### src/emic_pkg.sv
package emic_pkg;

    // register byte addresses (printed offsets are multiples of two only,
    // so they are indexes; byte address is four times the index)
    localparam logic [15:0] REG_PAGE1_IDX  = 16'hC018;
    localparam logic [15:0] REG_PAGE2_IDX  = 16'hC01A;
    localparam logic [15:0] REG_UPPER_IDX  = 16'hC038;
    localparam logic [15:0] REG_TIMING_IDX = 16'hC03A;
    localparam logic [15:0] REG_MEMDIAG_IDX = 16'hC03E;
    localparam logic [17:0] ADDR_PAGE1   = {REG_PAGE1_IDX, 2'b00};
    localparam logic [17:0] ADDR_PAGE2   = {REG_PAGE2_IDX, 2'b00};
    localparam logic [17:0] ADDR_UPPER   = {REG_UPPER_IDX, 2'b00};
    localparam logic [17:0] ADDR_TIMING  = {REG_TIMING_IDX, 2'b00};
    localparam logic [17:0] ADDR_MEMDIAG = {REG_MEMDIAG_IDX, 2'b00};
    localparam logic [17:0] ADDR_STATUS  = 18'h30100;

    // reset values
    localparam logic [15:0] RST_PAGE    = 16'h0000;
    localparam logic [15:0] RST_UPPER   = 16'h0000;
    localparam logic [15:0] RST_TIMING  = 16'h0000;
    localparam logic [15:0] RST_MEMDIAG = 16'h0000;

    // field positions
    localparam int UPPER_EN_BIT  = 3;
    localparam int RAM_MERGE_BIT = 13;
    localparam int ROM_MERGE_BIT = 12;
    localparam int EXT_WIDTH_BIT = 11;
    localparam int EXT_WAIT_LSB  = 8;
    localparam int ROM_WIDTH_BIT = 7;
    localparam int ROM_WAIT_LSB  = 4;
    localparam int RAM_WIDTH_BIT = 3;
    localparam int RAM_WAIT_LSB  = 0;
    localparam int ARB_SEL_LSB   = 8;
    localparam int MONITOR_BIT   = 0;
    localparam int PAGE_EXT_BIT  = 8;

    // writable masks
    localparam logic [15:0] MASK_UPPER   = 16'h0008;
    localparam logic [15:0] MASK_TIMING  = 16'h3FFF;
    localparam logic [15:0] MASK_MEMDIAG = 16'h0701;

    // memory windows of the cpu address space
    localparam logic [15:0] WIN1_BASE = 16'h8000;
    localparam logic [15:0] WIN1_LAST = 16'h9FFF;
    localparam logic [15:0] WIN2_BASE = 16'hA000;
    localparam logic [15:0] WIN2_LAST = 16'hBFFF;
    localparam logic [15:0] ROM_BASE  = 16'hC100;
    localparam logic [15:0] ROM_LAST  = 16'hDFFF;
    localparam logic [15:0] RAM_BASE  = 16'h4000;
    localparam logic [15:0] RAM_LAST  = 16'h7FFF;

    // timing
    localparam int CPU_CLK_MHZ   = 48;
    localparam int REF_CLK_MHZ   = 125;
    localparam int MIN_STROBE    = 1;
    localparam logic [3:0] UPPER_PWRUP = 4'hF;

    localparam logic [1:0] RESP_OKAY   = 2'h0;
    localparam logic [1:0] RESP_SLVERR = 2'h2;

    typedef enum logic [1:0] {
        ST_IDLE   = 2'b00,
        ST_STROBE = 2'b01,
        ST_DONE   = 2'b10
    } emic_state_t;

    typedef struct packed {
        logic        req;
        logic        write;
        logic [15:0] addr;
    } emic_cpu_req_t;

    typedef struct packed {
        logic [18:0] addr;
        logic        extSelN;
        logic        ramSelN;
        logic        romSelN;
        logic        readN;
        logic        writeN;
        logic        byteMode;
    } emic_pins_t;

endpackage : emic_pkg

### src/emic_ctrl.sv
`timescale 1ns/100ps
// Notes on behaviour
// - arbitration code n blocks n of eight cycles
// - monitor bit echoes internal address onto pins
// - page map supplies address bits 28..13
// - window access drives pins 8..0 from page
// - SRAM mode drives only pins 4..0
// - page bit 21 zero selects extended space
// - upper enable frees pins 18..15 for addressing
// - upper pins driven high until configured
// - RAM merge asserts RAM select with extended
// - ROM merge asserts ROM select with extended
// - extended width bit picks eight or sixteen
// - extended wait states zero to seven
// - ROM width bit picks eight or sixteen
// - ROM wait states zero to seven
// - RAM width bit picks eight or sixteen
// - RAM wait states zero to seven
// - waits counted in 125 MHz reference clock cycles
// - diagnostic register write-only, resets zero
module emic_ctrl (
    // clock and reset
    input  wire logic                  ref_clk,
    input  wire logic                  resetn,
    // axi4-lite write address
    input  wire logic [17:0]           s_axi_awaddr,
    input  wire logic                  s_axi_awvalid,
    output logic                       s_axi_awready,
    // axi4-lite write data
    input  wire logic [31:0]           s_axi_wdata,
    input  wire logic [3:0]            s_axi_wstrb,
    input  wire logic                  s_axi_wvalid,
    output logic                       s_axi_wready,
    // axi4-lite write response
    output logic [1:0]                 s_axi_bresp,
    output logic                       s_axi_bvalid,
    input  wire logic                  s_axi_bready,
    // axi4-lite read
    input  wire logic [17:0]           s_axi_araddr,
    input  wire logic                  s_axi_arvalid,
    output logic                       s_axi_arready,
    output logic [31:0]                s_axi_rdata,
    output logic [1:0]                 s_axi_rresp,
    output logic                       s_axi_rvalid,
    input  wire logic                  s_axi_rready,
    // processor side
    input  wire emic_pkg::emic_cpu_req_t cpuReq,
    input  wire logic                  sramMode,
    output logic                       cpuAck,
    output logic                       memSlotFree,
    // external memory pins
    output emic_pkg::emic_pins_t       pins
);
    import emic_pkg::*;

    ////////////////////////////////////////////////////////////////////////
    // registers
    logic [15:0] page1;
    logic [15:0] page2;
    logic [15:0] upper;
    logic [15:0] timing;
    logic [15:0] memDiag;
    logic        upperConfigured;
    emic_state_t state;

    logic        awHeld;
    logic        wHeld;
    logic [17:0] awAddr;
    logic [31:0] wData;
    logic [3:0]  wStrb;
    logic        doWrite;
    logic        wrHit;
    logic [15:0] mergedData;

    assign doWrite = awHeld && wHeld && !s_axi_bvalid;

    always_comb begin
        unique case (awAddr)
            ADDR_PAGE1:   mergedData = page1;
            ADDR_PAGE2:   mergedData = page2;
            ADDR_UPPER:   mergedData = upper;
            ADDR_TIMING:  mergedData = timing;
            ADDR_MEMDIAG: mergedData = memDiag;
            default:      mergedData = 16'h0000;
        endcase
        if (wStrb[0]) begin
            mergedData[7:0] = wData[7:0];
        end
        if (wStrb[1]) begin
            mergedData[15:8] = wData[15:8];
        end
        wrHit = (awAddr == ADDR_PAGE1) || (awAddr == ADDR_PAGE2) ||
                (awAddr == ADDR_UPPER) || (awAddr == ADDR_TIMING) ||
                (awAddr == ADDR_MEMDIAG);
    end

    // write address and data accepted in either order
    always_ff @(posedge ref_clk) begin
        if (!resetn) begin
            awHeld        <= 1'b0;
            wHeld         <= 1'b0;
            awAddr        <= 18'h00000;
            wData         <= 32'h00000000;
            wStrb         <= 4'h0;
            s_axi_awready <= 1'b0;
            s_axi_wready  <= 1'b0;
            s_axi_bvalid  <= 1'b0;
            s_axi_bresp   <= RESP_OKAY;
        end else begin
            s_axi_awready <= !awHeld && !s_axi_awready && !s_axi_bvalid;
            s_axi_wready  <= !wHeld && !s_axi_wready && !s_axi_bvalid;
            if (s_axi_awvalid && s_axi_awready) begin
                awHeld <= 1'b1;
                awAddr <= s_axi_awaddr;
            end
            if (s_axi_wvalid && s_axi_wready) begin
                wHeld <= 1'b1;
                wData <= s_axi_wdata;
                wStrb <= s_axi_wstrb;
            end
            if (doWrite) begin
                awHeld       <= 1'b0;
                wHeld        <= 1'b0;
                s_axi_bvalid <= 1'b1;
                s_axi_bresp  <= wrHit ? RESP_OKAY : RESP_SLVERR;
            end else if (s_axi_bvalid && s_axi_bready) begin
                s_axi_bvalid <= 1'b0;
            end
        end
    end

    // register storage; reserved bits are masked off
    always_ff @(posedge ref_clk) begin
        if (!resetn) begin
            page1           <= RST_PAGE;
            page2           <= RST_PAGE;
            upper           <= RST_UPPER;
            timing          <= RST_TIMING;
            memDiag         <= RST_MEMDIAG;
            upperConfigured <= 1'b0;
        end else if (doWrite) begin
            unique case (awAddr)
                ADDR_PAGE1:   page1 <= mergedData;
                ADDR_PAGE2:   page2 <= mergedData;
                ADDR_UPPER: begin
                    upper           <= mergedData & MASK_UPPER;
                    upperConfigured <= 1'b1;
                end
                ADDR_TIMING:  timing <= mergedData & MASK_TIMING;
                ADDR_MEMDIAG: memDiag <= mergedData & MASK_MEMDIAG;
                default: begin
                end
            endcase
        end
    end

    // read channel; diagnostic register reads as zero
    always_ff @(posedge ref_clk) begin
        if (!resetn) begin
            s_axi_arready <= 1'b0;
            s_axi_rvalid  <= 1'b0;
            s_axi_rdata   <= 32'h00000000;
            s_axi_rresp   <= RESP_OKAY;
        end else begin
            s_axi_arready <= !s_axi_arready && !s_axi_rvalid;
            if (s_axi_arvalid && s_axi_arready) begin
                s_axi_rvalid <= 1'b1;
                s_axi_rresp  <= RESP_OKAY;
                unique case (s_axi_araddr)
                    ADDR_PAGE1:   s_axi_rdata <= {16'h0000, page1};
                    ADDR_PAGE2:   s_axi_rdata <= {16'h0000, page2};
                    ADDR_UPPER:   s_axi_rdata <= {16'h0000, upper};
                    ADDR_TIMING:  s_axi_rdata <= {16'h0000, timing};
                    ADDR_MEMDIAG: s_axi_rdata <= 32'h00000000;
                    ADDR_STATUS:  s_axi_rdata <= {28'h0000000,
                                        state == ST_STROBE, memSlotFree,
                                        upperConfigured,
                                        upper[UPPER_EN_BIT]};
                    default: begin
                        s_axi_rdata <= 32'h00000000;
                        s_axi_rresp <= RESP_SLVERR;
                    end
                endcase
            end else if (s_axi_rvalid && s_axi_rready) begin
                s_axi_rvalid <= 1'b0;
            end
        end
    end

    ////////////////////////////////////////////////////////////////////////
    // arbitration throttle
    logic [2:0] arbPhase;
    logic [2:0] arbSel;

    assign arbSel = memDiag[ARB_SEL_LSB +: 3];

    always_ff @(posedge ref_clk) begin
        if (!resetn) begin
            arbPhase    <= 3'h0;
            memSlotFree <= 1'b0;
        end else begin
            arbPhase    <= arbPhase + 3'h1;
            memSlotFree <= (arbPhase >= arbSel);
        end
    end

    ////////////////////////////////////////////////////////////////////////
    // access decode
    logic       inWin1;
    logic       inWin2;
    logic       inRom;
    logic       inRam;
    logic [15:0] pageReg;
    logic       extHit;
    logic [2:0] waitSel;
    logic       widthSel;

    always_comb begin
        inWin1  = cpuReq.addr >= WIN1_BASE && cpuReq.addr <= WIN1_LAST;
        inWin2  = cpuReq.addr >= WIN2_BASE && cpuReq.addr <= WIN2_LAST;
        inRom   = cpuReq.addr >= ROM_BASE && cpuReq.addr <= ROM_LAST;
        inRam   = cpuReq.addr >= RAM_BASE && cpuReq.addr <= RAM_LAST;
        pageReg = inWin2 ? page2 : page1;
        extHit  = (inWin1 || inWin2) && !pageReg[PAGE_EXT_BIT];
        if (extHit) begin
            waitSel  = timing[EXT_WAIT_LSB +: 3];
            widthSel = timing[EXT_WIDTH_BIT];
        end else if (inRom) begin
            waitSel  = timing[ROM_WAIT_LSB +: 3];
            widthSel = timing[ROM_WIDTH_BIT];
        end else begin
            waitSel  = timing[RAM_WAIT_LSB +: 3];
            widthSel = timing[RAM_WIDTH_BIT];
        end
    end

    ////////////////////////////////////////////////////////////////////////
    // access sequencer, one step per reference clock
    logic [2:0]  waitCnt;
    logic [18:0] next_addr;
    logic        accExt;
    logic        accRom;
    logic        accRam;

    always_comb begin
        next_addr = {pins.addr[18:15], 6'h00, cpuReq.addr[8:0]};
        if (upper[UPPER_EN_BIT]) begin
            next_addr[18:15] = cpuReq.addr[15:12];
        end
        next_addr[14:9] = cpuReq.addr[14:9];
        if (inWin1 || inWin2) begin
            if (sramMode) begin
                next_addr[4:0] = pageReg[4:0];
            end else begin
                next_addr[8:0] = pageReg[8:0];
            end
        end
    end

    always_ff @(posedge ref_clk) begin
        if (!resetn) begin
            state   <= ST_IDLE;
            waitCnt <= 3'h0;
            cpuAck  <= 1'b0;
            accExt  <= 1'b0;
            accRom  <= 1'b0;
            accRam  <= 1'b0;
            pins    <= '{addr: {UPPER_PWRUP, 15'h0000},
                         extSelN: 1'b1, ramSelN: 1'b1, romSelN: 1'b1,
                         readN: 1'b1, writeN: 1'b1, byteMode: 1'b0};
        end else begin
            cpuAck <= 1'b0;
            if (memDiag[MONITOR_BIT] && state == ST_IDLE) begin
                pins.addr[15:0] <= cpuReq.addr;
            end
            if (!upperConfigured) begin
                pins.addr[18:15] <= UPPER_PWRUP;
            end else if (!upper[UPPER_EN_BIT]) begin
                pins.addr[18:15] <= 4'h0;
            end
            unique case (state)
                ST_IDLE: begin
                    if (cpuReq.req && memSlotFree &&
                        (extHit || inRom || inRam)) begin
                        state         <= ST_STROBE;
                        waitCnt       <= waitSel;
                        accExt        <= extHit;
                        accRom        <= inRom && !extHit;
                        accRam        <= inRam && !extHit;
                        pins.addr     <= next_addr;
                        pins.byteMode <= widthSel;
                        pins.extSelN  <= !extHit;
                        pins.romSelN  <= !(inRom ||
                            (extHit && timing[ROM_MERGE_BIT]));
                        pins.ramSelN  <= !(inRam ||
                            (extHit && timing[RAM_MERGE_BIT]));
                        pins.readN    <= cpuReq.write;
                        pins.writeN   <= !cpuReq.write;
                    end
                end
                ST_STROBE: begin
                    if (waitCnt == 3'h0) begin
                        state        <= ST_DONE;
                        pins.readN   <= 1'b1;
                        pins.writeN  <= 1'b1;
                        pins.extSelN <= 1'b1;
                        pins.romSelN <= 1'b1;
                        pins.ramSelN <= 1'b1;
                        cpuAck       <= 1'b1;
                    end else begin
                        waitCnt <= waitCnt - 3'h1;
                    end
                end
                ST_DONE: begin
                    state <= ST_IDLE;
                end
                default: begin
                    state <= ST_IDLE;
                end
            endcase
        end
    end

endmodule : emic_ctrl

### config.mk
export PLATFORM = sky130hd
export DESIGN_NAME = emic_ctrl
export DESIGN_NICKNAME = d
export VERILOG_FILES = /design/src/emic_pkg.sv /design/src/emic_ctrl.sv
export SDC_FILE = /design/constraint.sdc
export NUM_CORES = 1
export LEC_CHECK = 0
export ABC_AREA = 1
export BUFFER_PORTS_ARGS = -buffer_cell sky130_fd_sc_hd__buf_2
export CORE_MARGIN = 1.5
export CORE_UTILIZATION = 46
export CTS_BUF_LIST = sky130_fd_sc_hd__clkbuf_16
export DETAILED_ROUTE_END_ITERATION = 8
export HOLD_SLACK_MARGIN = 0.15
export PLACE_DENSITY = 0.69
export SETUP_SLACK_MARGIN = 0.02
export SYNTH_ARGS = -nofsm -noshare
export SYNTH_HDL_FRONTEND = slang
export SYNTH_SLANG_ARGS = --single-unit
export TNS_END_PERCENT = 1
### constraint.sdc
create_clock -name ref_clk -period 3.37 [get_ports ref_clk]
set_input_delay 0.1685 -clock ref_clk [delete_from_list [all_inputs] [get_ports ref_clk]]
set_output_delay 0.1685 -clock ref_clk [all_outputs]
set_load 0.02 [all_outputs]
==> reports/qor.csv, run 1 <==
stage,metric,value,unit
cts,Worst-Skew Late Latency,0.42,ns
timing,Final Cycle Share,69.6,%
timing,slew margin rel.,32.0,%
pwr,Int Power,3.15,mW
global_routing,GRT overflow,0,
cts,CTS Buffer Depth,2,
timing,"crit path setup slack, layout",1.03,ns
cts,total CTS buffers,17,
placement,post-place setup slack,1.10,ns
timing,setup TNS,0,ns
placement,gpl congestion,0.892,
layout,Area Growth Syn to Fin,24.4,%
timing,max-slew violation count,0,
route,via count,8030,
pwr,Switching Power,1.09,mW
cts,post-CTS setup repair buffer count,0,
layout,fillers,1596,
die,I/O pin count,166,
pwr,Leakage,4.35,nW
pwr,Clk pwr share,45.0,%
global_routing,met1 usage,34.0,%
logic_synthesis,#FFs+latches synth,148,
logic_synthesis,cells after synthesis,1164,
layout,sequential cell area,2960,sq um
placement,Port-buffer cells,129,
global_routing,GR Util met2,39.1,%
logic_synthesis,prevailing post-synth register cell,dfxtp_1,
route,DRC,0,
die,die height,132,um
critical_path,crit path DAT,2.66,ns
route,Post-DRT Antenna Nets,0,
logic_synthesis,asr flop ratio synth,0,%
critical_path,Crit Path Class,in2reg,
timing,Slew @ Worst Pin,1.02,ns
pwr,Gate power share,11.3,%
global_routing,largest net degree at the start of global routing,78,
timing,skew final,0.00764,ns
timing,RSZ-0062 raised after global routing,false,
pwr,register share of total power,43.7,%
logic_synthesis,Post-synth EDFFs,0,
global_routing,vias in the first global route,6800,
timing,crit path time final,2.34,ns
pwr,Switching Fraction,25.7,%
global_routing,Overall Global Routing Usage,24.7,%
die,Die ar.,17500,sq um
pwr,cell area power density,445,nW/um^2
layout,Layout Nets,1434,
route,vias per cell,5.14,
critical_path,crit path launch type,input pin,
logic_synthesis,Synth cell types,40,
cts,Clock Root Buffer,clkbuf_16,
cts,Sink Count,148,
flow_run,total of max-cap violations,0,
logic_synthesis,Mapped Area,7670,sq um
layout,Final Util,58.0,%
critical_path,peak fanout along the critical path,31,
die,Die X,132,um
logic_synthesis,"Seq/Total Area, Yosys",38.6,%
route,First-pass DRT Iterations,6,
pwr,maximum VDD drop,0.338,mV
route,1st-iter DRT viols,566,
die,initial core utilization,46.6,%
worst_hold_path,Worst Hold Class,in2reg,
layout,layout cells sized above 1,14.4,%
cts,H-Tree Depth,4,
pwr,Total Power,4.25,mW
timing,Final Hold Viols,0,
logic_synthesis,Synth Area per Inst,6.59,sq um
critical_path,WP data required,3.69,ns
global_routing,initial antenna violation count,0,
logic_synthesis,Ys Warns,0,
timing,Finish-stage setup viols,0,
global_routing,GRT busiest layer,met2,
layout,# diodes,0,
die,Rows,47,
timing,fmax,427,MHz
global_routing,GRT met3 Usage,4.23,%
route,final WL,21800,um
layout,area of the multi-input gates,3830,sq um
cts,TritonCTS clock tree,done,
die,core area,16500,sq um
global_routing,first-pass GRT wire length,34500,um
cts,clock slew at reported path FFs,0.06,ns
placement,Final HPWL DP,14900,um
route,drt wl/cell,13.9,um
status,status,completed,
critical_path,Setup crit end kind,register,
==> worst max-delay path, stage by stage <==
cell and delay [ns]:
dlygate4sd3_1 0.52, buf_2 0.17, inv_1 0.09, nand2_2 0.14
nor2_2 0.08, nand2_1 0.12, nand3_4 0.12, nand3_2 0.10
nand3_2 0.47, nand2_1 0.36, inv_1 0.11, o21ai_0 0.16
nor2_1 0.05
==> placed cells by master, fill, tap and decap left out, drive strengths merged <==
| cell type | count |
|---|---|
| nand2 | 251 |
| nor2 | 167 |
| inv | 155 |
| dfxtp | 148 |
| buf | 143 |
| nand3 | 97 |
| o21ai | 85 |
| a21oi | 84 |
| dlygate4sd3 | 55 |
| nand4 | 38 |
| conb | 18 |
| clkbuf | 17 |
| o211ai | 14 |
| nor3 | 11 |
| o21a | 8 |
| clkinv | 8 |
| mux2i | 6 |
| ha | 6 |
| a31oi | 5 |
| o221ai | 5 |
| nor4 | 4 |
| clkinvlp | 4 |
| a2bb2oi | 3 |
| bufinv | 3 |
| a211oi | 2 |
| o22ai | 2 |
| o21bai | 1 |
| xnor2 | 1 |
| nand3b | 1 |
| a22oi | 1 |
==> cells by family (layout without fill, tap and decap cells) <==
logic type | Yosys count | after routing | share of synthesized area (%)
xor+xnor | 1 | 1 | 0.114
simple gates | 569 | 569 | 32.0
fa+ha+maj | 6 | 6 | 0.978
buf+inv | 223 | 385 | 12.3
mux | 6 | 6 | 0.783
compound gates | 210 | 210 | 15.2
other cells | 1 | 18 | 0.0489
flops | 148 | 148 | 38.6
==> synthesized netlist by cell type (8+ instances only) <==
master    number  area (sq um)
buf_4         22           165
a21oi_1       84           420
o21a_1         8          60.1
nor2_1       160           601
dfxtp_1      148          2960
nor3_1         9          45.0
clkbuf_1      32           120
nand2_1      248           931
nand3_1       94           470
o211ai_1      14           105
o21ai_0       84           420
nand4_1       37           231
inv_1        148           556
buf_2          8          40.0
==> path summary, 6_finish.rpt <==
kind,from,endpoint,slack (ns),depth (start not counted)
min,cpuReq[13],pins[19]$_SDFF_PN0_,0.17,3
max,cpuReq[14],pins[17]$_SDFF_PN0_,1.03,13
max reg2reg,awAddr[17]$_SDFFE_PN0P_,page1[6]$_SDFFE_PN0P_,1.05,14
min reg2reg,awHeld$_SDFFE_PP0P_,s_axi_awready$_SDFF_PN0_,0.43,1
==> through the flow <==
stage               cells  hold slack (ns)  cell area, sq um
detailed placement   1476            0.421              8400
global placement     1476            0.420              8400
finish               1563            0.166              9540
CTS                  1563            0.156              9540
global route         1563            0.185              9540
floorplan            1181            0.326              7740
==> metal layers <==
metal  wire length, um  share of wire [%]
met5                 0                  0
met3              1580                7.2
met4               440                2.0
met2              9790                 45
met1              9960                 46
==> power groups by stage <==
stage	sequential [mW]	combinational, mW	clock [mW]
finish	1.86	0.480	1.91
global placement	1.90	0.422	0
CTS	1.86	0.477	1.94
floorplan	1.92	0.280	0
detailed placement	1.90	0.427	0
global route	1.87	0.537	2.02
==> sequential cells by signal, summed over array words and instances, names as in the netlist, 2 cells and up <==
| signal | cells |
|---|---|
| page2 | 16 |
| wData | 16 |
| state | 2 |
| memDiag | 4 |
| waitCnt | 3 |
| timing | 14 |
| page1 | 16 |
| awAddr | 18 |
| wStrb | 2 |
| arbPhase | 3 |
| s_axi_rdata | 16 |
| pins | 25 |
==> what timing repair did <==
item,in CTS,in global routing
resized for setup,0,0
endpoints found under the hold margin,58,0
hold buffers,55,0
==> final cells by class <==
cell class | count | area share [%]
Clock inverter | 15 | 1.74
Multi-Input combinational cell | 810 | 40.1
Sequential cell | 148 | 31.0
Tap cell | 220 | 2.88
Inverter | 155 | 6.10
Clock buffer | 17 | 4.46
Timing Repair Buffer | 198 | 13.6
(Power assumes the default switching activity.)
==> run 2: changes to the inputs <==
==> constraint.sdc (replaced) <==
create_clock -name ref_clk -period 2.2 [get_ports ref_clk]
set_input_delay 0.11 -clock ref_clk [delete_from_list [all_inputs] [get_ports ref_clk]]
set_output_delay 0.11 -clock ref_clk [all_outputs]
set_load 0.02 [all_outputs]
==> run 2 against run 1 <==
  * Die area unchanged
  * Core utilization rose by 1.6 points
  * Worst setup slack worse by 0.74 ns
  * Clock skew rose by 0.0030 ns
  * Clock power rose by 57%
  * Hold slack better by 0.0062 ns
  * Via count rose by 1.2%
  * Largest power group unchanged
==> reports/qor.csv, run 2 (same netlist as run 1, synthesis figures left out) <==
stage,metric,value,unit,change
global_routing,Overall Global Routing Usage,25.5,%,+0.81 points
timing,fmax,522,MHz,
critical_path,crit path DAT,2.29,ns,-0.37 ns
global_routing,first-pass GRT wire length,36000,um,+4.2%
route,final WL,22200,um,+2.1%
route,First-pass DRT Iterations,6,,unchanged
placement,gpl congestion,0.914,,+2.5%
layout,most frequent cells in the layout,"nand2_1 (248), nor2_1 (159), inv_1 (148), dfxtp_1 (148), buf_2 (129)",,
layout,sequential cell area,2960,sq um,unchanged
placement,Area after DPL,8560,sq um,+1.9%
timing,"crit path setup slack, layout",0.283,ns,-0.742 ns
critical_path,Crit Path Class,reg2reg,,
route,Post-DRT Antenna Nets,0,,unchanged
die,die height,132,um,unchanged
timing,Final Hold Viols,0,,unchanged
layout,Layout Nets,1457,,+1.6%
timing,Final Cycle Share,87.1,%,
flow_run,total of max-cap violations,0,,unchanged
placement,post-place setup slack,0.292,ns,-0.808 ns
pwr,Total Power,6.61,mW,+56%
route,vias per cell,5.12,,-0.30%
die,I/O pin count,166,,unchanged
layout,Area Growth Syn to Fin,27.7,%,
timing,max-slew violation count,0,,unchanged
timing,Slew @ Worst Pin,0.688,ns,-0.329 ns
route,drt wl/cell,14.0,um,+0.65%
critical_path,RR Endpoint,memDiag[9]$_SDFFE_PN0P_,,
critical_path,WP data required,2.58,ns,-1.11 ns
timing,setup TNS,0,ns,unchanged
cts,Clock Root Buffer,clkbuf_16,,
layout,fillers,1630,,+2.1%
placement,Final HPWL DP,15300,um,+2.7%
layout,# diodes,0,,unchanged
pwr,maximum VDD drop,0.539,mV,+60%
die,Die ar.,17500,sq um,unchanged
critical_path,crit path launch type,register,,
critical_path,Worst Setup SP,awAddr[17]$_SDFFE_PN0P_,,
status,status,completed,,
global_routing,vias in the first global route,7284,,+7.1%
route,via count,8124,,+1.2%
timing,crit path time final,1.92,ns,
global_routing,GRT met3 Usage,3.92,%,-0.31 points
pwr,Leakage,4.48,nW,+2.9%
global_routing,largest net degree at the start of global routing,75,,-3.8%
global_routing,met1 usage,34.0,%,+0.057 points
die,Die X,132,um,unchanged
cts,TritonCTS clock tree,done,,
layout,layout cells sized above 1,15.6,%,+1.2 points
worst_hold_path,Hold Path End,s_axi_rresp[1]$_SDFFE_PN0P_,,
placement,Port-buffer cells,129,,unchanged
route,1st-iter DRT viols,615,,+8.7%
layout,area of the multi-input gates,3840,sq um,+0.26%
cts,total CTS buffers,17,,unchanged
cts,clock slew at reported path FFs,0.06,ns,about the same
critical_path,R2R Setup Slk,0.28,ns,-0.77 ns
critical_path,peak fanout along the critical path,10,,-68%
placement,Cells after DPL,1492,,+1.1%
cts,H-Tree Depth,4,,unchanged
layout,Largest register FFs,25,,unchanged
worst_hold_path,hold path start,s_axi_araddr[7],,
layout,"non-filler cells, final",1586,,+1.5%
global_routing,initial antenna violation count,0,,unchanged
timing,RSZ-0062 raised after global routing,true,,
pwr,cell area power density,674,nW/um^2,+51%
timing,Worst Hold Margin,0.172,ns,+0.00615 ns
global_routing,GR Util met2,41.3,%,+2.2 points
timing,slew margin rel.,54.2,%,+22 points
cts,Worst-Skew Late Latency,0.43,ns,about the same
global_routing,GRT busiest layer,met2,,
timing,skew final,0.0107,ns,+0.00303 ns
cts,CTS Buffer Depth,2,,unchanged
cts,Sink Count,148,,unchanged
route,DRC,0,,unchanged
die,initial core utilization,46.6,%,unchanged
layout,Final Util,59.5,%,+1.6 points
critical_path,R2R depth,12,,-2
worst_hold_path,hold path depth,6,,+3
global_routing,GRT overflow,0,,unchanged
timing,Finish-stage setup viols,0,,unchanged
layout,final instance area,9800,sq um,+2.7%
die,core area,16500,sq um,unchanged
critical_path,Setup crit end kind,register,,
die,Rows,47,,unchanged
layout,"most common cell after layout, fill and taps aside",nand2_1,,
worst_hold_path,Worst Hold Class,in2reg,,
layout,largest registers,"pins: 25 flops, awAddr: 18 flops",,
layout,largest register by flop count,pins,,
critical_path,r2r startpoint,awAddr[17]$_SDFFE_PN0P_,,
run 2: cell types whose count changed in the layout (fill, tap and decap cells not counted), sizes merged:
cell,before,now
buf,143,159
dlygate4sd3,55,62
run 2: timing repair:
| action | CTS | global route |
|---|---|---|
| buffers inserted | 0 | 0 |
| resized for setup | 0 | 3 |
| endpoints found under the hold margin | 61 | 0 |
| hold buffers | 62 | 0 |
| setup endpoints to repair | 0 | 43 |
run 2: worst max-delay path, cell delays in order (launching register included):
cell and delay [ns]:
dfxtp_1 0.32, nand2_1 0.10, clkinv_1 0.24, buf_4 0.26, nand3_1 0.11, nand2_1 0.06
nor2_1 0.31, nand2_1 0.09, nand2_1 0.07, nand2_1 0.09, nand3_1 0.12, nand2_1 0.06
inv_1 0.05
run 2: how the worst max path moves through the flow:
stage | end | slack (ns) | cells past startpoint
floorplan | timing[8]$_SDFFE_PN0P_ | 0.55 | 8
global route | timing[12]$_SDFFE_PN0P_ | 0.01 | 14
global placement | timing[2]$_SDFFE_PN0P_ | 0.33 | 14
CTS | pins[12]$_SDFF_PN0_ | 0.22 | 12
detailed placement | timing[2]$_SDFFE_PN0P_ | 0.29 | 14
finish | memDiag[9]$_SDFFE_PN0P_ | 0.28 | 12
run 2: report_power, final:
part	internal, mW	leakage (nW)	switching (mW)
Sequential	2.78	1.20	0.0601
Combinational	0.303	2.99	0.468
Clock	1.79	0.285	1.20
Total	4.88	4.48	1.73
run 2: final cells by class:
cell class	instances	share of cell area [%]
clock buffer	17	4.34
multi-input combinational	810	39.2
inverter	155	5.94
sequential	148	30.2
tap	220	2.81
timing repair buffer	221	15.6
clock inverter	15	1.84
run 2: layer usage:
metal / routed length [um] / vias to the layer above
met2: 10100 / 314
met4: 619 / 0
met1: 9940 / 3647
li1: - / 4123
met3: 1590 / 40
met5: 0 / -
